### config.mk
export PLATFORM = sky130hd
export DESIGN_NAME = core_status_regs_and_irq_entry
export DESIGN_NICKNAME = d
export VERILOG_FILES = /design/src/hw/core_status_pkg.sv /design/src/hw/irq_pick_if.sv /design/src/hw/irq_pick.sv /design/src/hw/core_status_regs_and_irq_entry.sv
export VERILOG_INCLUDE_DIRS = /design/src /design/src/hw
export SDC_FILE = /design/constraint.sdc
export NUM_CORES = 1
export LEC_CHECK = 0
export BUFFER_PORTS_ARGS = -buffer_cell sky130_fd_sc_hd__buf_2
export CORE_ASPECT_RATIO = 0.5
export CORE_MARGIN = 3
export CORE_UTILIZATION = 45
export DETAILED_ROUTE_END_ITERATION = 7
export PLACE_DENSITY = 0.6
export SLEW_MARGIN = 20
export SYNTH_ARGS = -nofsm -noshare
export SYNTH_HDL_FRONTEND = slang
export SYNTH_SLANG_ARGS = --single-unit
### constraint.sdc
create_clock -name clk_i -period 18.5 [get_ports clk_i]
set_input_delay 0.925 -clock clk_i [delete_from_list [all_inputs] [get_ports clk_i]]
set_output_delay 0.925 -clock clk_i [all_outputs]
set_load 0.005 [all_outputs]
### src/hw/core_status_regs.svh
/*
 * Register addresses, field positions, reset values and fixed figures for the core
 * status registers and the interrupt entry logic.
 * Assumes an 8-bit special-register address space shared by all register pages.
 */
`ifndef CORE_STATUS_REGS_SVH
`define CORE_STATUS_REGS_SVH

// Special-register addresses
`define ADDR_STACK_POINTER   8'h81
`define ADDR_DATA_PTR_LOW    8'h82
`define ADDR_DATA_PTR_HIGH   8'h83
`define ADDR_STATUS_WORD     8'hd0
`define ADDR_PRIMARY_ARITH   8'he0
`define ADDR_SECOND_OPERAND  8'hf0
`define ADDR_IRQ_ENABLE0     8'ha8
`define ADDR_EXT_ENABLE1     8'he6
`define ADDR_EXT_ENABLE2     8'he7
`define ADDR_IRQ_LEVEL0      8'hb8
`define ADDR_IRQ_LEVEL1      8'hf6
`define ADDR_IRQ_LEVEL2      8'hf7
`define ADDR_IRQ_PENDING0    8'hc4
`define ADDR_IRQ_PENDING1    8'hc5
`define ADDR_IRQ_PENDING2    8'hc6

// Reset values
`define RESET_STACK_POINTER  8'h07
`define RESET_BYTE           8'h00

// Status word fields
`define PSW_CARRY            7
`define PSW_HALF_CARRY       6
`define PSW_BANK_HI          4
`define PSW_BANK_LO          3
`define PSW_SIGNED_WRAP      2
`define PSW_PARITY           0
`define PSW_WRITE_MASK       8'hfe
`define GLOBAL_IRQ_BIT       7

// Writable bits of the enable and pending registers
`define ENABLE0_MASK         8'hbf
`define ENABLE2_MASK         8'h3f
`define PENDING2_MASK        8'h0f

// Interrupt figures
`define NUM_SOURCES          20
`define VECTOR_BASE          16'h0003
`define VECTOR_SHIFT         3
`define RESERVED_SLOT        5'h13
`define HW_CLEAR_MASK        20'h0000f

`endif

### src/hw/core_status_pkg.sv
/*
 * Types shared by the status-register block and its test bench.
 * Assumes the register header is on the include path.
 */
package core_status_pkg;
	`include "core_status_regs.svh"

	// Arithmetic operations that touch the status flags
	typedef enum logic [2:0] {
		ARITH_ADD,
		ARITH_ADDC,
		ARITH_SUBB,
		ARITH_MUL,
		ARITH_DIV
	} arith_op_type;

	// Whole register state of the block
	typedef struct packed {
		logic [7:0]  stack_pointer;
		logic [7:0]  data_pointer_low;
		logic [7:0]  data_pointer_high;
		logic [7:0]  program_status_word;
		logic [7:0]  primary_arith_register;
		logic [7:0]  second_operand_register;
		logic [7:0]  irq_enable_reg0;
		logic [7:0]  ext_enable_reg1;
		logic [7:0]  ext_enable_reg2;
		logic [19:0] level;
		logic [19:0] pending;
		logic [19:0] req_delayed;
		logic        active_hi;
		logic        active_lo;
		logic [7:0]  read_data;
		logic        stack_write;
		logic        stack_read;
		logic [7:0]  stack_addr;
		logic [7:0]  stack_data;
		logic        vector_take;
		logic [15:0] vector_addr;
		logic [7:0]  bank_base;
		logic        parity;
	} state_type;
endpackage

### src/hw/irq_pick_if.sv
/*
 * Carrier between the status block and its request picker.
 * Assumes both ends run on the same clock; the picker is purely combinational.
 */
interface irq_pick_if;
	logic [19:0] req;
	logic        hit;
	logic [4:0]  index;

	modport pick (input req, output hit, output index);
	modport user (output req, input hit, input index);
endinterface

### src/hw/irq_pick.sv
/*
 * Fixed-order request picker: returns the lowest-numbered set request.
 * Assumes the caller has already masked requests by enable and level.
 */
module irq_pick (
	irq_pick_if.pick pick_port
);
	// Scan downward so the lowest index is the last to win
	always_comb begin
		pick_port.hit = 1'b0;
		pick_port.index = 5'h00;
		for (int i = 19; i >= 0; i--) begin
			if (pick_port.req[i]) begin
				pick_port.hit = 1'b1;
				pick_port.index = 5'(i);
			end
		end
	end
endmodule

### src/hw/core_status_regs_and_irq_entry.sv
/*
 * Core special registers (stack pointer, data pointer, accumulators, status word)
 * and the interrupt entry logic: pending flags, enables, two levels, vectoring.
 * Assumes the core pulses boundary_i at each instruction end and performs the
 * long call itself when vector_take_o rises; all inputs are on clk_i.
 */
// Functional notes
// - Stack pointer resets to 0x07, then reads and writes as a byte.
// - A push increments the stack pointer first, then stores at the new top.
// - Low and high data pointer bytes form a 16-bit address, both reset to zero.
// - Carry flag set on carry or borrow, cleared by other arithmetic.
// - Half carry set on nibble carry or borrow, cleared otherwise.
// - Status bits 5 and 1 are software flags never touched by hardware.
// - Bank choice bits 4..3 select register bank base 0x00, 0x08, 0x10, 0x18.
// - Add, add-with-carry, subtract set signed wrap on sign overflow.
// - Multiply sets signed wrap when the product exceeds 255.
// - Divide by zero sets signed wrap.
// - Those five instructions clear signed wrap when no overflow occurs.
// - Parity bit always equals odd parity of the accumulator, read only.
// - Twenty sources, each assignable to one of two levels.
// - Pending flags set on events regardless of any enable.
// - Enabled pending flag vectors after the current instruction completes.
// - Service routines end with return; execution resumes where it left off.
// - Per-source enables only count while the global enable is one.
// - Clearing global enable then a single-cycle instruction may still vector.
// - Only some pending flags clear on vectoring; software clears the rest.
// - Flag still set after return re-enters after exactly one more instruction.
// - Software writing one to a pending flag acts like a hardware event.
// Offsets, fields and fixed figures
`include "core_status_regs.svh"

module core_status_regs_and_irq_entry
	import core_status_pkg::*;
(
	input  logic         clk_i,
	input  logic         reset_i,
	input  logic [7:0]   sfr_addr_i,
	input  logic         sfr_write_i,
	input  logic         sfr_read_i,
	input  logic [7:0]   sfr_wdata_i,
	output logic [7:0]   sfr_rdata_o,
	input  logic         arith_valid_i,
	input  arith_op_type arith_op_i,
	input  logic [7:0]   arith_operand_i,
	input  logic         push_i,
	input  logic [7:0]   push_data_i,
	input  logic         pop_i,
	input  logic         data_ptr_inc_i,
	output logic         stack_write_o,
	output logic         stack_read_o,
	output logic [7:0]   stack_addr_o,
	output logic [7:0]   stack_data_o,
	output logic [15:0]  data_pointer16_o,
	output logic [7:0]   bank_base_o,
	output logic         parity_o,
	input  logic [19:0]  irq_event_i,
	input  logic         boundary_i,
	input  logic         multi_cycle_i,
	input  logic         return_from_irq_i,
	output logic         vector_take_o,
	output logic [15:0]  vector_addr_o,
	output logic         global_irq_enable_o
);
	// All registers live in st; next_st is the
	// value for the coming edge. One struct keeps
	// reset and the register process trivial.
	state_type   st;
	state_type   next_st;
	// Request path views, derived from st and multi_cycle_i
	logic [19:0] enable_vec;
	logic [19:0] live_req;
	logic [19:0] cand;
	logic [19:0] cand_hi;
	logic        global_on;

	// Pure logic; its choice acts only at a
	// boundary edge
	irq_pick_if pick_bus ();

	irq_pick picker (
		.pick_port (pick_bus)
	);

	// Source enables: six from register 0, eight from 1, six from 2
	// Reserved enable bits never reach the
	// request path and read back as zero.
	assign enable_vec = {st.ext_enable_reg2[5:0], st.ext_enable_reg1, st.irq_enable_reg0[5:0]};
	// Global enable masks every source
	assign global_on = st.irq_enable_reg0[`GLOBAL_IRQ_BIT];

	// Per-source live request: pending, enabled and globally enabled
	// Masked flags stay set and wait
	for (genvar g = 0; g < `NUM_SOURCES; g++) begin : g_req
		assign live_req[g] = st.pending[g] & enable_vec[g] & global_on;
	end

	// After a multi-cycle instruction the live requests are seen; after a single-cycle
	// one the poll taken a cycle earlier is used, so a late enable clear can slip by
	assign cand = multi_cycle_i ? live_req : st.req_delayed;
	assign cand_hi = cand & st.level;
	// High level requests are picked first, lowest index inside a level
	// One level at a time goes to the picker;
	// preemption is decided at the boundary.
	assign pick_bus.req = (|cand_hi) ? cand_hi : (cand & ~st.level);

	// Next state. Later updates win on a shared
	// field: writes, then arithmetic, then stack
	// and pointer steps, then vectoring. So a
	// hardware flag update beats a status write.
	always_comb begin
		// Scratch values
		logic [8:0]  wide;
		logic [4:0]  nib;
		logic [15:0] prod;
		logic [7:0]  a;
		logic [7:0]  opnd;
		logic        cin;
		logic        hit_level;
		logic [4:0]  order;
		logic [19:0] hw_clear;
		logic [19:0] sw_pend;
		wide = 9'h000;
		nib = 5'h00;
		prod = 16'h0000;
		a = st.primary_arith_register;
		opnd = arith_operand_i;
		cin = 1'b0;
		hit_level = 1'b0;
		order = 5'h00;
		hw_clear = 20'h00000;
		sw_pend = st.pending;
		next_st = st;
		next_st.read_data = 8'h00;
		next_st.stack_write = 1'b0;
		next_st.stack_read = 1'b0;
		next_st.vector_take = 1'b0;

		// Register writes from the core's special-register port
		// Reserved bits are masked so they read
		// back as zero, their future default.
		if (sfr_write_i) begin
			case (sfr_addr_i)
				`ADDR_STACK_POINTER:  next_st.stack_pointer = sfr_wdata_i;
				`ADDR_DATA_PTR_LOW:   next_st.data_pointer_low = sfr_wdata_i;
				`ADDR_DATA_PTR_HIGH:  next_st.data_pointer_high = sfr_wdata_i;
				`ADDR_STATUS_WORD:    next_st.program_status_word = sfr_wdata_i & `PSW_WRITE_MASK;
				`ADDR_PRIMARY_ARITH:  next_st.primary_arith_register = sfr_wdata_i;
				`ADDR_SECOND_OPERAND: next_st.second_operand_register = sfr_wdata_i;
				`ADDR_IRQ_ENABLE0:    next_st.irq_enable_reg0 = sfr_wdata_i & `ENABLE0_MASK;
				`ADDR_EXT_ENABLE1:    next_st.ext_enable_reg1 = sfr_wdata_i;
				`ADDR_EXT_ENABLE2:    next_st.ext_enable_reg2 = sfr_wdata_i & `ENABLE2_MASK;
				`ADDR_IRQ_LEVEL0:     next_st.level[5:0] = sfr_wdata_i[5:0];
				`ADDR_IRQ_LEVEL1:     next_st.level[13:6] = sfr_wdata_i;
				`ADDR_IRQ_LEVEL2:     next_st.level[19:14] = sfr_wdata_i[5:0];
				// Writing a one raises the flag as an event would; zero clears it
				`ADDR_IRQ_PENDING0:   sw_pend[7:0] = sfr_wdata_i;
				`ADDR_IRQ_PENDING1:   sw_pend[15:8] = sfr_wdata_i;
				`ADDR_IRQ_PENDING2:   sw_pend[19:16] = sfr_wdata_i[3:0];
				default: ;
			endcase
		end

		// Register reads; unmapped addresses read as zero
		// Parity comes from the live accumulator,
		// so it can never go stale.
		if (sfr_read_i) begin
			case (sfr_addr_i)
				`ADDR_STACK_POINTER:  next_st.read_data = st.stack_pointer;
				`ADDR_DATA_PTR_LOW:   next_st.read_data = st.data_pointer_low;
				`ADDR_DATA_PTR_HIGH:  next_st.read_data = st.data_pointer_high;
				`ADDR_STATUS_WORD:    next_st.read_data = {st.program_status_word[7:1],
					^st.primary_arith_register};
				`ADDR_PRIMARY_ARITH:  next_st.read_data = st.primary_arith_register;
				`ADDR_SECOND_OPERAND: next_st.read_data = st.second_operand_register;
				`ADDR_IRQ_ENABLE0:    next_st.read_data = st.irq_enable_reg0;
				`ADDR_EXT_ENABLE1:    next_st.read_data = st.ext_enable_reg1;
				`ADDR_EXT_ENABLE2:    next_st.read_data = st.ext_enable_reg2;
				`ADDR_IRQ_LEVEL0:     next_st.read_data = {2'b00, st.level[5:0]};
				`ADDR_IRQ_LEVEL1:     next_st.read_data = st.level[13:6];
				`ADDR_IRQ_LEVEL2:     next_st.read_data = {2'b00, st.level[19:14]};
				`ADDR_IRQ_PENDING0:   next_st.read_data = st.pending[7:0];
				`ADDR_IRQ_PENDING1:   next_st.read_data = st.pending[15:8];
				`ADDR_IRQ_PENDING2:   next_st.read_data = {4'h0, st.pending[19:16]};
				default:              next_st.read_data = 8'h00;
			endcase
		end

		// Arithmetic results and flags; these override a same-cycle status write
		// Nine- and five-bit sums give the carry out
		// of bits 7 and 3; for subtraction the same
		// bit is the borrow.
		if (arith_valid_i) begin
			cin = (arith_op_i == ARITH_ADDC || arith_op_i == ARITH_SUBB) ?
				st.program_status_word[`PSW_CARRY] : 1'b0;
			case (arith_op_i)
				ARITH_ADD, ARITH_ADDC: begin
					wide = {1'b0, a} + {1'b0, opnd} + {8'h00, cin};
					nib = {1'b0, a[3:0]} + {1'b0, opnd[3:0]} + {4'h0, cin};
					next_st.primary_arith_register = wide[7:0];
					next_st.program_status_word[`PSW_CARRY] = wide[8];
					next_st.program_status_word[`PSW_HALF_CARRY] = nib[4];
					next_st.program_status_word[`PSW_SIGNED_WRAP] =
						(a[7] == opnd[7]) && (wide[7] != a[7]);
				end
				ARITH_SUBB: begin
					wide = {1'b0, a} - {1'b0, opnd} - {8'h00, cin};
					nib = {1'b0, a[3:0]} - {1'b0, opnd[3:0]} - {4'h0, cin};
					next_st.primary_arith_register = wide[7:0];
					next_st.program_status_word[`PSW_CARRY] = wide[8];
					next_st.program_status_word[`PSW_HALF_CARRY] = nib[4];
					next_st.program_status_word[`PSW_SIGNED_WRAP] =
						(a[7] != opnd[7]) && (wide[7] != a[7]);
				end
				ARITH_MUL: begin
					// A non-zero high byte means overflow
					prod = {8'h00, a} * {8'h00, st.second_operand_register};
					next_st.primary_arith_register = prod[7:0];
					next_st.second_operand_register = prod[15:8];
					next_st.program_status_word[`PSW_CARRY] = 1'b0;
					next_st.program_status_word[`PSW_HALF_CARRY] = 1'b0;
					next_st.program_status_word[`PSW_SIGNED_WRAP] = |prod[15:8];
				end
				ARITH_DIV: begin
					// A zero divisor leaves both accumulators as they were
					if (st.second_operand_register != 8'h00) begin
						next_st.primary_arith_register = a / st.second_operand_register;
						next_st.second_operand_register = a % st.second_operand_register;
					end
					next_st.program_status_word[`PSW_CARRY] = 1'b0;
					next_st.program_status_word[`PSW_HALF_CARRY] = 1'b0;
					next_st.program_status_word[`PSW_SIGNED_WRAP] =
						(st.second_operand_register == 8'h00);
				end
				default: ;
			endcase
		end

		// Stack: pointer moves up before the byte lands, so it names the top entry
		// Push wins over pop. The pointer wraps as
		// an 8-bit count; keeping the stack in its
		// area is left to software.
		if (push_i) begin
			next_st.stack_pointer = next_st.stack_pointer + 8'h01;
			next_st.stack_addr = next_st.stack_pointer;
			next_st.stack_data = push_data_i;
			next_st.stack_write = 1'b1;
		end else if (pop_i) begin
			next_st.stack_addr = st.stack_pointer;
			next_st.stack_read = 1'b1;
			next_st.stack_pointer = next_st.stack_pointer - 8'h01;
		end

		// Data pointer increment carries across both bytes
		// A same-cycle byte write is stepped too
		if (data_ptr_inc_i) begin
			{next_st.data_pointer_high, next_st.data_pointer_low} =
				{next_st.data_pointer_high, next_st.data_pointer_low} + 16'h0001;
		end

		// Request poll held one cycle for the single-cycle boundary case
		// Lets a request posted while the global
		// enable clears win after a 1-cycle instr
		next_st.req_delayed = live_req;

		// Vector at an instruction boundary; never on the boundary ending a return,
		// so one further instruction always runs before re-entry.
		// Active bits track the two nesting levels;
		// an entry without its return blocks every
		// later low-level entry.
		if (boundary_i && return_from_irq_i) begin
			// Return ends the high routine first
			if (st.active_hi) begin
				next_st.active_hi = 1'b0;
			end else begin
				next_st.active_lo = 1'b0;
			end
		end else if (boundary_i && pick_bus.hit) begin
			hit_level = st.level[pick_bus.index];
			// A high request preempts a low routine; nothing preempts a high one
			if (!st.active_hi && (hit_level || !st.active_lo)) begin
				// Slot 19 is unused, so the top source
				// moves up one; eight bytes per slot
				order = (pick_bus.index >= `RESERVED_SLOT) ? pick_bus.index + 5'h01 :
					pick_bus.index;
				next_st.vector_take = 1'b1;
				next_st.vector_addr = `VECTOR_BASE + (16'(order) << `VECTOR_SHIFT);
				if (hit_level) begin
					next_st.active_hi = 1'b1;
				end else begin
					next_st.active_lo = 1'b1;
				end
				// Flags outside the mask stay set until
				// the routine clears them
				hw_clear = `HW_CLEAR_MASK & (20'h00001 << pick_bus.index);
			end
		end

		// Events set pending flags whatever the enables; a set beats any clear
		// A held event keeps setting its flag and
		// re-enters its routine after the return
		next_st.pending = (sw_pend & ~hw_clear) | irq_event_i;

		// Registered views that follow the state they describe
		// Taken from next_st so they line up with
		// the register they mirror
		next_st.bank_base = {3'b000,
			next_st.program_status_word[`PSW_BANK_HI:`PSW_BANK_LO], 3'b000};
		next_st.parity = ^next_st.primary_arith_register;
	end

	// State register; synchronous reset
	// Whole struct cleared, so every flag and
	// pulse is quiet; the stack pointer is 0x07
	always_ff @(posedge clk_i) begin
		if (reset_i) begin
			st <= '0;
			st.stack_pointer <= `RESET_STACK_POINTER;
			st.data_pointer_low <= `RESET_BYTE;
			st.data_pointer_high <= `RESET_BYTE;
		end else begin
			st <= next_st;
		end
	end

	// Outputs taken straight from the state register
	// No combinational path reaches a pin; the
	// pulses come one cycle after their request
	assign sfr_rdata_o = st.read_data;
	assign stack_write_o = st.stack_write;
	assign stack_read_o = st.stack_read;
	assign stack_addr_o = st.stack_addr;
	assign stack_data_o = st.stack_data;
	assign data_pointer16_o = {st.data_pointer_high, st.data_pointer_low};
	assign bank_base_o = st.bank_base;
	assign parity_o = st.parity;
	assign vector_take_o = st.vector_take;
	assign vector_addr_o = st.vector_addr;
	assign global_irq_enable_o = st.irq_enable_reg0[`GLOBAL_IRQ_BIT];
endmodule

==> results.json, run 1 <==
{
  "boundaryPins": 135,
  "outcome": "completed",
  "met3WireLength_mm": 3.458,
  "grt_max_degree": 68,
  "setup_viol": 0,
  "fmax_mhz": 64.06,
  "worst_path_most_repeated_cell": "o21a_1",
  "rows": 45,
  "finalNetCount": 2009,
  "power_density_nw_per_um2": 168.1,
  "r2r_setup_slack_ns": 2.89,
  "layout-drive-gt1-share_pct": 12.28,
  "grt_pass1_wl_mm": 71.16,
  "sw_frac_of_total_pct": 45.20,
  "clk_path_buf_depth": 2,
  "clkPwrFrac_pct": 14.0,
  "fin_crit_ns": 15.61,
  "worstReg2RegEnd": "parity_o",
  "async_reset_ff_share_pct": 0,
  "timing.hold.ws_ns": 0.4836,
  "synth_seq_cells": 164,
  "antenna_found_initial": 0,
  "vias": 12960,
  "tns_ns": 0,
  "synth_cell_types": 92,
  "synthTopCellsByArea": "dfxtp_1 23%, ha_1 9.4%, mux2i_1 6.3%, fa_1 5.8%, nor2_1 5.2%",
  "worst-setup-path-type": "reg -> reg",
  "rr_worst_depth": 61,
  "post-route-period-util_pct": 84.37,
  "share_comb_of_total_power_pct": 71.2,
  "core_um2": 30740,
  "synth_cells": 1787,
  "route.met2.wl_mm": 20.22,
  "power.internal_w": 0.001403,
  "fin_util_pct": 49.52,
  "yosysMostFrequentCell": "nor2_1",
  "clock_latency_ns": 0.44,
  "cts.repair.resized": 0,
  "yosysTopAreaCell": "dfxtp_1",
  "arrival_ns": 15.91,
  "finalHoldViolations": 0,
  "placed_area_um2": 14640,
  "first_iter_violations": 1035,
  "start_util_pct": 46.27,
  "diodes": 0,
  "cts_tree": "yes",
  "fin_skew_ns": 0.009668,
  "synth_top_area_share_pct": 23.08,
  "vdd_ir_drop_max_mv": 0.4067,
  "worst_path_max_delay_cell": "a21oi_1",
  "worstHoldStart": "vector_addr_o[7]",
  "cts-root-buf": "clkbuf_16",
  "syn_to_final_growth_pct": 7.028,
  "m1WireLength_mm": 20.58,
  "synth_area_um2": 14220,
  "drc": 0,
  "cts.htree.levels": 4,
  "cp_data_required_time_ns": 18.80,
  "die_area_um2": 33910,
  "drv_slew": 0,
  "worst_setup_path_start_kind": "flip-flop",
  "finalWirelength_mm": 45.39,
  "cts.sinks": 164,
  "finalWeightedCongestion": 0.9199,
  "die_h_um": 131.7,
  "avgSynthCellArea_um2": 7.960,
  "routedWlPerCell_um": 20.34,
  "grt_setup_unrepaired": "no",
  "drt-pass1-iter-count": 5,
  "cts_hold_buffers": 0,
  "final_area_um2": 15220,
  "switchingPower_w": 0.001157,
  "dp_hpwl_mm": 34.07,
  "yosysWarningCount": 0,
  "total_leakage_power_nw": 6.697,
  "via_per_inst": 5.808,
  "grt-ovfl-total": 0,
  "hold_end": "vector_addr_o[7]",
  "synth_flop_cell": "dfxtp_1",
  "reg2reg_from": "st[143]",
  "cts_buffers": 17,
  "die_width_um": 257.4,
  "cts_setup_buffers": 0,
  "relSlewSlack_pct": 24.25,
  "synth_edf_count": 0,
  "hp-class": "reg -> reg",
  "portBuffers": 119,
  "seq_area_frac_synth_pct": 23.08,
  "routed.top_layer": "met4",
  "drv_cap": 0,
  "slowest_delay_ns": 0.73,
  "grt_pass1_vias": 12290,
  "synth_common_cells": "197 x nor2_1, 192 x nand2_1, 164 x dfxtp_1",
  "clk_pin_slew_ns": 0.07,
  "ant_nets": 0,
  "grtUsageTotal_pct": 26.45,
  "pwr-share-seq_pct": 14.8,
  "tightest_slew_ns": 1.130,
  "endpoint_kind": "flip-flop",
  "min_delay_path_depth": 1,
  "path_max_fanout": 12
}
[cell type report]
type / instances / area (um2)
timing repair buffer: 128 / 665.6
clock inverter: 14 / 141.4
clock buffer: 18 / 439.2
fill: 3081 / 15520
inverter: 110 / 412.9
tap: 423 / 529.3
multi-input combinational: 1374 / 9753
sequential: 164 / 3283
[power groups by stage]
stage	Combinational (W)	Sequential (W)	Clock (W)
6_report	0.00182	0.000378	0.000359
5_1_grt	0.00207	0.000379	0.000377
4_1_cts	0.00181	0.000377	0.000362
3_5_place_dp	0.00179	0.000386	0
3_3_place_gp	0.00180	0.000386	0
2_1_floorplan	0.00149	0.000378	0
[worst max-delay path by stage]
stage,startpoint,to,cells after the start
floorplan,st[143],parity_o,59
global placement,st[143],parity_o,61
detailed placement,st[143],parity_o,61
CTS,st[143],parity_o,61
global route,st[143],parity_o,61
finish,st[143],parity_o,61
[registers in the layout (all words and copies together) (netlist names)]
| name | count |
|---|---|
| vector_addr_o | 6 |
| data_pointer16_o | 16 |
| sfr_rdata_o | 8 |
| stack_data_o | 8 |
| parity_o | 1 |
| global_irq_enable_o | 1 |
| stack_read_o | 1 |
| enable_vec | 20 |
| stack_addr_o | 8 |
| stack_write_o | 1 |
| vector_take_o | 1 |
| st | 93 |
[kinds of logic (layout without fill, tap and decap cells)]
kind of cell             Yosys count  after routing  share of synthesized area, %
XOR/XNOR                          75             75                         4.618
AO/OA/AOI/OAI                    402            402                         19.26
buffers and inverters            263            270                         8.875
multiplexers                     116            116                         8.453
adder cells (fa/ha/maj)          148            148                         15.18
other                              1             15                       0.02636
flip-flops                       164            164                         23.08
AND/OR/NAND/NOR                  618            618                         20.50
[layout by cell type, fill, tap and decap left out, types with 7 or more instances in the layout]
| master | netlist | final |
|---|---|---|
| or2_2 | 8 | 8 |
| mux2i_1 | 89 | 89 |
| conb_1 | 1 | 15 |
| and3_1 | 17 | 17 |
| fa_1 | 41 | 41 |
| a21oi_1 | 102 | 102 |
| inv_1 | 108 | 108 |
| a211oi_1 | 31 | 31 |
| mux2_2 | 25 | 25 |
| a21o_1 | 16 | 16 |
| a221oi_1 | 24 | 24 |
| o22ai_1 | 7 | 7 |
| nor3_1 | 38 | 36 |
| clkbuf_16 | 0 | 17 |
| ha_1 | 107 | 107 |
| nand4_1 | 12 | 12 |
| buf_4 | 64 | 10 |
| buf_2 | 4 | 118 |
| nor2_1 | 197 | 197 |
| o21a_1 | 26 | 26 |
| o21ai_0 | 63 | 63 |
| a31oi_1 | 26 | 26 |
| o2bb2ai_1 | 9 | 9 |
| xor2_1 | 22 | 22 |
| nand3_1 | 46 | 46 |
| nor4_1 | 7 | 7 |
| nand2b_1 | 14 | 14 |
| dfxtp_1 | 164 | 164 |
| nand2_1 | 192 | 192 |
| o21bai_1 | 17 | 17 |
| a22oi_1 | 8 | 8 |
| nor2b_1 | 27 | 27 |
| and4_1 | 10 | 10 |
| and2_1 | 14 | 14 |
| xnor2_1 | 53 | 53 |
[metrics by stage]
step	power, W	std cells	worst slack, ns
floorplan	0.001869	1801	5.135
global placement	0.002187	2199	3.551
detailed placement	0.002180	2199	3.001
CTS	0.002546	2231	2.973
global route	0.002827	2231	1.244
finish	0.002560	2231	2.891
[layer usage]
metal | global-route usage [%] | up-vias
met2 | 41.10 | 507
met1 | 37.16 | 6168
met5 | 0 | -
met4 | 8.625 | 0
met3 | 4.699 | 77
li1 | - | 6206
[worst max-delay path, delay by kind of cell (launching register included)]
kind,cells,cell delay (ns)
flip-flops,1,0.42
adder cells (fa/ha/maj),7,2.30
multiplexers,2,0.73
AND/OR/NAND/NOR,8,2.18
AO/OA/AOI/OAI,39,9.12
buffers and inverters,1,0.07
XOR/XNOR,4,0.64
Power figures use the tool's default switching activity.
==> run 2, diff against run 1 <==
--- a/config.mk
+++ b/config.mk
@@ -6,6 +6,7 @@
 export SDC_FILE = /design/constraint.sdc
 export NUM_CORES = 1
 export LEC_CHECK = 0
+export ABC_AREA = 1
 export BUFFER_PORTS_ARGS = -buffer_cell sky130_fd_sc_hd__buf_2
 export CORE_ASPECT_RATIO = 0.5
 export CORE_MARGIN = 3
==> constraint.sdc (replaced) <==
create_clock -name clk_i -period 14.4 [get_ports clk_i]
set_input_delay 0.72 -clock clk_i [delete_from_list [all_inputs] [get_ports clk_i]]
set_output_delay 0.72 -clock clk_i [all_outputs]
set_load 0.005 [all_outputs]
==> run 2 against run 1 <==
Count of clock-buffer cells in the layout rose by 1; first-iteration DRC count is 43% higher; critical path depth grew 10; combinational power grew 60%; die area down 1.5%; hold slack worse by 0.031 ns; cell area fell by 1.0%; clock skew increased by 0.00085 ns; area after synthesis is 1.5% lower; register-to-register slack worse by 1.3 ns; synthesized cell count up 18%; critical path type unchanged; critical endpoint unchanged; largest cell class unchanged.
==> results.json, run 2 <==
{
  "outcome": "completed",
  "grt-ovfl-total": 0,
  "layout_commonest_cell": "nand2_1",
  "instances_no_fill": 2553,
  "rows": 44,
  "finalNetCount": 2339,
  "dp_hpwl_mm": 35.61,
  "tightest_slew_ns": 1.000,
  "avgSynthCellArea_um2": 6.657,
  "r2r_setup_slack_ns": 1.55,
  "via_per_inst": 5.415,
  "async_reset_ff_share_pct": 0,
  "synth_area_um2": 14010,
  "clock_latency_ns": 0.45,
  "cp_data_required_time_ns": 14.73,
  "grt_setup_unrepaired": "no",
  "portBuffers": 119,
  "nFillCells": 3107,
  "die_area_um2": 33410,
  "cts_buffers": 17,
  "top_register": "st",
  "relSlewSlack_pct": 33.21,
  "fin_skew_ns": 0.01051,
  "drv_cap": 0,
  "sw_frac_of_total_pct": 54.91,
  "path_max_fanout": 12,
  "vias": 13820,
  "clkPwrFrac_pct": 12.7,
  "timing.hold.ws_ns": 0.4531,
  "grt_max_degree": 80,
  "yosysWarningCount": 0,
  "reg2reg_from": "st[138]",
  "min_delay_path_depth": 3,
  "final_cell_mix": "419 x nand2_1, 320 x inv_1, 193 x o21ai_0",
  "antenna_found_initial": 1,
  "yosysTopAreaCell": "dfxtp_1",
  "finalHoldViolations": 0,
  "synth_flop_cell": "dfxtp_1",
  "synthTopCellsByArea": "dfxtp_1 23%, nand2_1 11%, ha_1 9.6%, inv_1 8.6%, o21ai_0 6.9%",
  "critPathBufInv": 15,
  "hold_end": "stack_data_o[6]",
  "share_comb_of_total_power_pct": 74.7,
  "pwr-share-seq_pct": 12.6,
  "hp-class": "in -> reg",
  "setup_viol": 0,
  "clk_path_buf_depth": 2,
  "grtUsageTotal_pct": 27.02,
  "boundaryPins": 135,
  "switchingPower_w": 0.002140,
  "grt_pass1_wl_mm": 69.77,
  "finalWirelength_mm": 46.38,
  "power.internal_w": 0.001757,
  "grt_pass1_vias": 12180,
  "total_leakage_power_nw": 7.385,
  "tns_ns": 0,
  "multi_input_area_um2": 8755,
  "worst_path_max_delay_cell": "dfxtp_1",
  "cts_setup_buffers": 0,
  "die_width_um": 255.5,
  "synth_top_area_share_pct": 23.44,
  "cts.sinks": 164,
  "cp.depth": 71,
  "synth_cells": 2104,
  "cts.htree.levels": 4,
  "power_density_nw_per_um2": 258.7,
  "worst_setup_path_start_kind": "flip-flop",
  "core_um2": 29780,
  "placed_area_um2": 14430,
  "first_iter_violations": 1475,
  "slowest_delay_ns": 0.71,
  "worst-setup-path-type": "reg -> reg",
  "ant_nets": 0,
  "syn_to_final_growth_pct": 7.567,
  "critical_path.top_delay_family": "compound AO/OA/AOI/OAI gates",
  "worstReg2RegEnd": "parity_o",
  "routedWlPerCell_um": 18.17,
  "post-route-period-util_pct": 89.27,
  "rr_worst_depth": 71,
  "finalWeightedCongestion": 1.008,
  "synth_cell_types": 52,
  "drc": 0,
  "drt-pass1-iter-count": 5,
  "endpoint_kind": "flip-flop",
  "vdd_ir_drop_max_mv": 0.3983,
  "synth_seq_cells": 164,
  "largest_reg_flops": 93,
  "layout-drive-gt1-share_pct": 8.797,
  "synth_common_cells": "419 x nand2_1, 321 x inv_1, 193 x o21ai_0",
  "cts_hold_buffers": 0,
  "place_inst": 2520,
  "fin_crit_ns": 12.85,
  "regArea_um2": 3283,
  "cts-root-buf": "clkbuf_16",
  "cts.repair.resized": 0,
  "die_h_um": 130.8,
  "start_util_pct": 47.03,
  "worst_path_most_repeated_cell": "inv_1",
  "synth_edf_count": 0,
  "fmax_mhz": 77.79,
  "yosysMostFrequentCell": "nand2_1",
  "worstHoldStart": "push_data_i[6]",
  "drv_slew": 0,
  "clk_pin_slew_ns": 0.07,
  "seq_area_frac_synth_pct": 23.44,
  "arrival_ns": 13.18,
  "cts_tree": "yes",
  "fin_util_pct": 50.58,
  "final_area_um2": 15070
}
[run 2: changes by cell type after synthesis, sizes merged, moves of 23 or more]
cell    delta
nand2    +233
xnor2     -38
mux2i     -88
nor2b     -27
nand3     +72
o21a      -23
a21oi     +49
a211oi    -28
o21ai    +132
mux2      -27
inv      +215
[run 2: through the flow]
step / setup slack, ns / power [W]
after global routing: 0.2004 / 0.004363
after global placement: 1.933 / 0.003222
final: 1.545 / 0.003897
after detailed placement: 1.587 / 0.003154
after CTS: 1.565 / 0.003674
after floorplan: 3.749 / 0.002751
[run 2: cell type report]
cell class / count / share of cell area (%)
Clock buffer: 19 / 3.006
Sequential cell: 164 / 21.79
Clock inverter: 12 / 1.129
Tap cell: 414 / 3.438
Inverter: 328 / 8.189
Antenna cell: 2 / 0.03322
Timing Repair Buffer: 126 / 4.302
Multi-Input combinational cell: 1488 / 58.11
[run 2: per-layer routing]
metal | vias up | wire length [um] | global-route usage, % | part of all wire (%)
li1 | 6868 | - | - | -
met1 | 6375 | 21670 | 38.72 | 47
met2 | 516 | 19620 | 41.18 | 42
met3 | 65 | 4100 | 5.738 | 8.8
met4 | 0 | 992 | 7.661 | 2.1
met5 | - | 0 | 0 | 0
[run 2: worst max-delay path by stage]
stage	from	endpoint
final	st[138]	parity_o
after global routing	st[145]	parity_o
after CTS	st[138]	parity_o
after detailed placement	st[138]	parity_o
after global placement	st[145]	parity_o
after floorplan	st[144]	parity_o
[run 2: logic make-up (layout without fill, tap and decap cells)]
group / after synthesis / in the layout / share of synthesized area [%]
other cells: 1 / 17 / 0.02677
buf+inv: 466 / 485 / 14.45
simple gates: 797 / 797 / 23.92
xor+xnor: 48 / 48 / 3.002
compound gates: 479 / 479 / 19.66
fa+ha+maj: 148 / 148 / 15.42
mux: 1 / 1 / 0.07147
flops: 164 / 164 / 23.44
[run 2: power by group through the flow]
stage          Combinational [W]  Sequential (W)  Clock, W
6_report                 0.00291        0.000489  0.000496
3_5_place_dp             0.00265        0.000499         0
2_1_floorplan            0.00226        0.000487         0
5_1_grt                  0.00335        0.000491  0.000520
4_1_cts                  0.00269        0.000489  0.000498
3_3_place_gp             0.00272        0.000499         0
[run 2: worst reg2reg max path: cells and delay by family (launching register included)]
kind                       cells  cell delay (ns)
AOI/OAI and AO/OA             25             4.42
adders and majority gates      8             2.64
and+or+nand+nor               19             2.46
buffers and inverters         15             1.79
xor gates and xnor gates       4             0.72
DFF                            1             0.71
==> run 3, diff against run 2 <==
--- a/config.mk
+++ b/config.mk
@@ -11,6 +11,7 @@
 export CORE_ASPECT_RATIO = 0.5
 export CORE_MARGIN = 3
 export CORE_UTILIZATION = 45
+export CTS_BUF_LIST = sky130_fd_sc_hd__clkbuf_4 sky130_fd_sc_hd__clkbuf_8
 export DETAILED_ROUTE_END_ITERATION = 7
 export PLACE_DENSITY = 0.6
 export SLEW_MARGIN = 20
==> run 3 against run 2 <==
Register-to-register slack gained 0.04 ns; count of clock-buffer cells in the layout is the same; fmax grew 0.29%; first-iteration DRC count shrank 2.4%; combinational power is essentially flat; global-route usage is essentially flat; sequential power is essentially flat; clock power shrank 23%; highest routed layer unchanged; critical endpoint unchanged.
==> results.json, run 3 (same netlist as run 2, synthesis figures left out) <==
{
  "cts_setup_buffers": 0,
  "rr_worst_depth": 71,
  "post-route-period-util_pct": 89.01,
  "fmax_mhz": 78.02,
  "drv_slew": 0,
  "switchingPower_w": 0.002121,
  "largest_reg_flops": 93,
  "portBuffers": 119,
  "power.internal_w": 0.001656,
  "r2r_setup_slack_ns": 1.58,
  "slowest_delay_ns": 0.71,
  "share_comb_of_total_power_pct": 76.9,
  "finalWirelength_mm": 46.24,
  "dp_hpwl_mm": 35.61,
  "reg2reg_from": "st[138]",
  "first_iter_violations": 1439,
  "cts_buffers": 17,
  "routedWlPerCell_um": 18.11,
  "clk_path_buf_depth": 2,
  "sw_frac_of_total_pct": 56.16,
  "layout-drive-gt1-share_pct": 8.797,
  "finalWeightedCongestion": 1.008,
  "relSlewSlack_pct": 33.30,
  "grt_pass1_vias": 12150,
  "grtUsageTotal_pct": 27.02,
  "critical_path.top_delay_family": "compound AO/OA/AOI/OAI gates",
  "finalHoldViolations": 0,
  "clk_pin_slew_ns": 0.10,
  "cts.sinks": 164,
  "grt_setup_unrepaired": "no",
  "power_density_nw_per_um2": 253.9,
  "pwr-share-seq_pct": 13.0,
  "fin_crit_ns": 12.82,
  "die_h_um": 130.8,
  "finalNetCount": 2339,
  "cp.depth": 71,
  "worst-setup-path-type": "reg -> reg",
  "antenna_found_initial": 2,
  "hp-class": "in -> reg",
  "tightest_slew_ns": 0.9991,
  "vdd_ir_drop_max_mv": 0.3987,
  "place_inst": 2520,
  "core_um2": 29780,
  "total_leakage_power_nw": 7.298,
  "critPathBufInv": 15,
  "startpoint": "st[138]",
  "grt_pass1_wl_mm": 69.70,
  "clock_latency_ns": 0.50,
  "rows": 44,
  "worstReg2RegEnd": "parity_o",
  "start_util_pct": 47.03,
  "drt-pass1-iter-count": 6,
  "path_max_fanout": 12,
  "cts_hold_buffers": 0,
  "cts_tree": "yes",
  "crit_path_end": "parity_o",
  "ant_nets": 0,
  "fin_skew_ns": 0.01717,
  "vias": 13790,
  "cts.repair.resized": 0,
  "tns_ns": 0,
  "cts-root-buf": "clkbuf_8",
  "worst_setup_path_start_kind": "flip-flop",
  "cts.htree.levels": 4,
  "endpoint_kind": "flip-flop",
  "grt_max_degree": 80,
  "die_width_um": 255.5,
  "layout_commonest_cell": "nand2_1",
  "die_area_um2": 33410,
  "cp_data_required_time_ns": 14.78,
  "drc": 0,
  "setup_viol": 0,
  "clkPwrFrac_pct": 10.1,
  "drv_cap": 0,
  "boundaryPins": 135,
  "final_cell_mix": "419 x nand2_1, 320 x inv_1, 193 x o21ai_0",
  "worst_path_max_delay_cell": "dfxtp_1",
  "instances_no_fill": 2553,
  "via_per_inst": 5.402,
  "worst_path_most_repeated_cell": "inv_1",
  "outcome": "completed",
  "arrival_ns": 13.19,
  "grt-ovfl-total": 0,
  "syn_to_final_growth_pct": 6.200,
  "top_register": "st"
}
[run 3: cell counts in the layout (fill, tap and decap cells not counted)]
No cell type changed its count.
[run 3: area by class of cell]
type	instances	area (um2)
inverters	328	1234
well taps	414	518.0
diodes	2	5.005
clock inverters	12	170.2
flip-flops and latches	164	3283
fillers	3141	14910
clock buffers	19	261.5
repair buffers	126	648.1
multi-input cells	1488	8755
[run 3: how the worst min path moves through the flow]
stage                  endpoint  cells past startpoint              from
2_1_floorplan           st[155]                      2           st[155]
3_3_place_gp   vector_addr_o[1]                      2  vector_addr_o[1]
3_5_place_dp            st[155]                      2           st[155]
4_1_cts         stack_data_o[7]                      3    push_data_i[7]
5_1_grt         stack_data_o[5]                      3    push_data_i[5]
6_report        stack_data_o[0]                      3    push_data_i[0]
[run 3: per-layer routing]
metal | GRT usage, % | vias up | share of wire, %
li1 | - | 6868 | -
met1 | 38.66 | 6345 | 47
met2 | 41.18 | 513 | 42
met3 | 5.989 | 66 | 8.5
met4 | 7.394 | 0 | 2.4
met5 | 0 | - | 0
[run 3: power groups by stage]
stage	registers, W	logic [W]	clock network (W)
2_1_floorplan	0.000487	0.00226	0
3_3_place_gp	0.000499	0.00272	0
3_5_place_dp	0.000499	0.00265	0
4_1_cts	0.000488	0.00269	0.000384
5_1_grt	0.000491	0.00335	0.000405
6_report	0.000489	0.00291	0.000382
[run 3: tightest hold or removal path, cell delays in order]
cell     delay, ns
buf_2         0.07
nand2_1       0.04
nand2_1       0.04
[run 3: metrics by stage]
stage / instance area, um2 / utilization (%) / hold slack, ns / power [W] / worst slack, ns
CTS: 14870 / 49.91 / 0.3786 / 0.003560 / 1.564
global placement: 14430 / 48.46 / 0.4567 / 0.003222 / 1.933
global route: 14870 / 49.94 / 0.3887 / 0.004248 / 0.2040
detailed placement: 14430 / 48.46 / 0.4606 / 0.003154 / 1.587
finish: 14870 / 49.94 / 0.4021 / 0.003777 / 1.582
floorplan: 14060 / - / 0.4299 / 0.002751 / 3.749
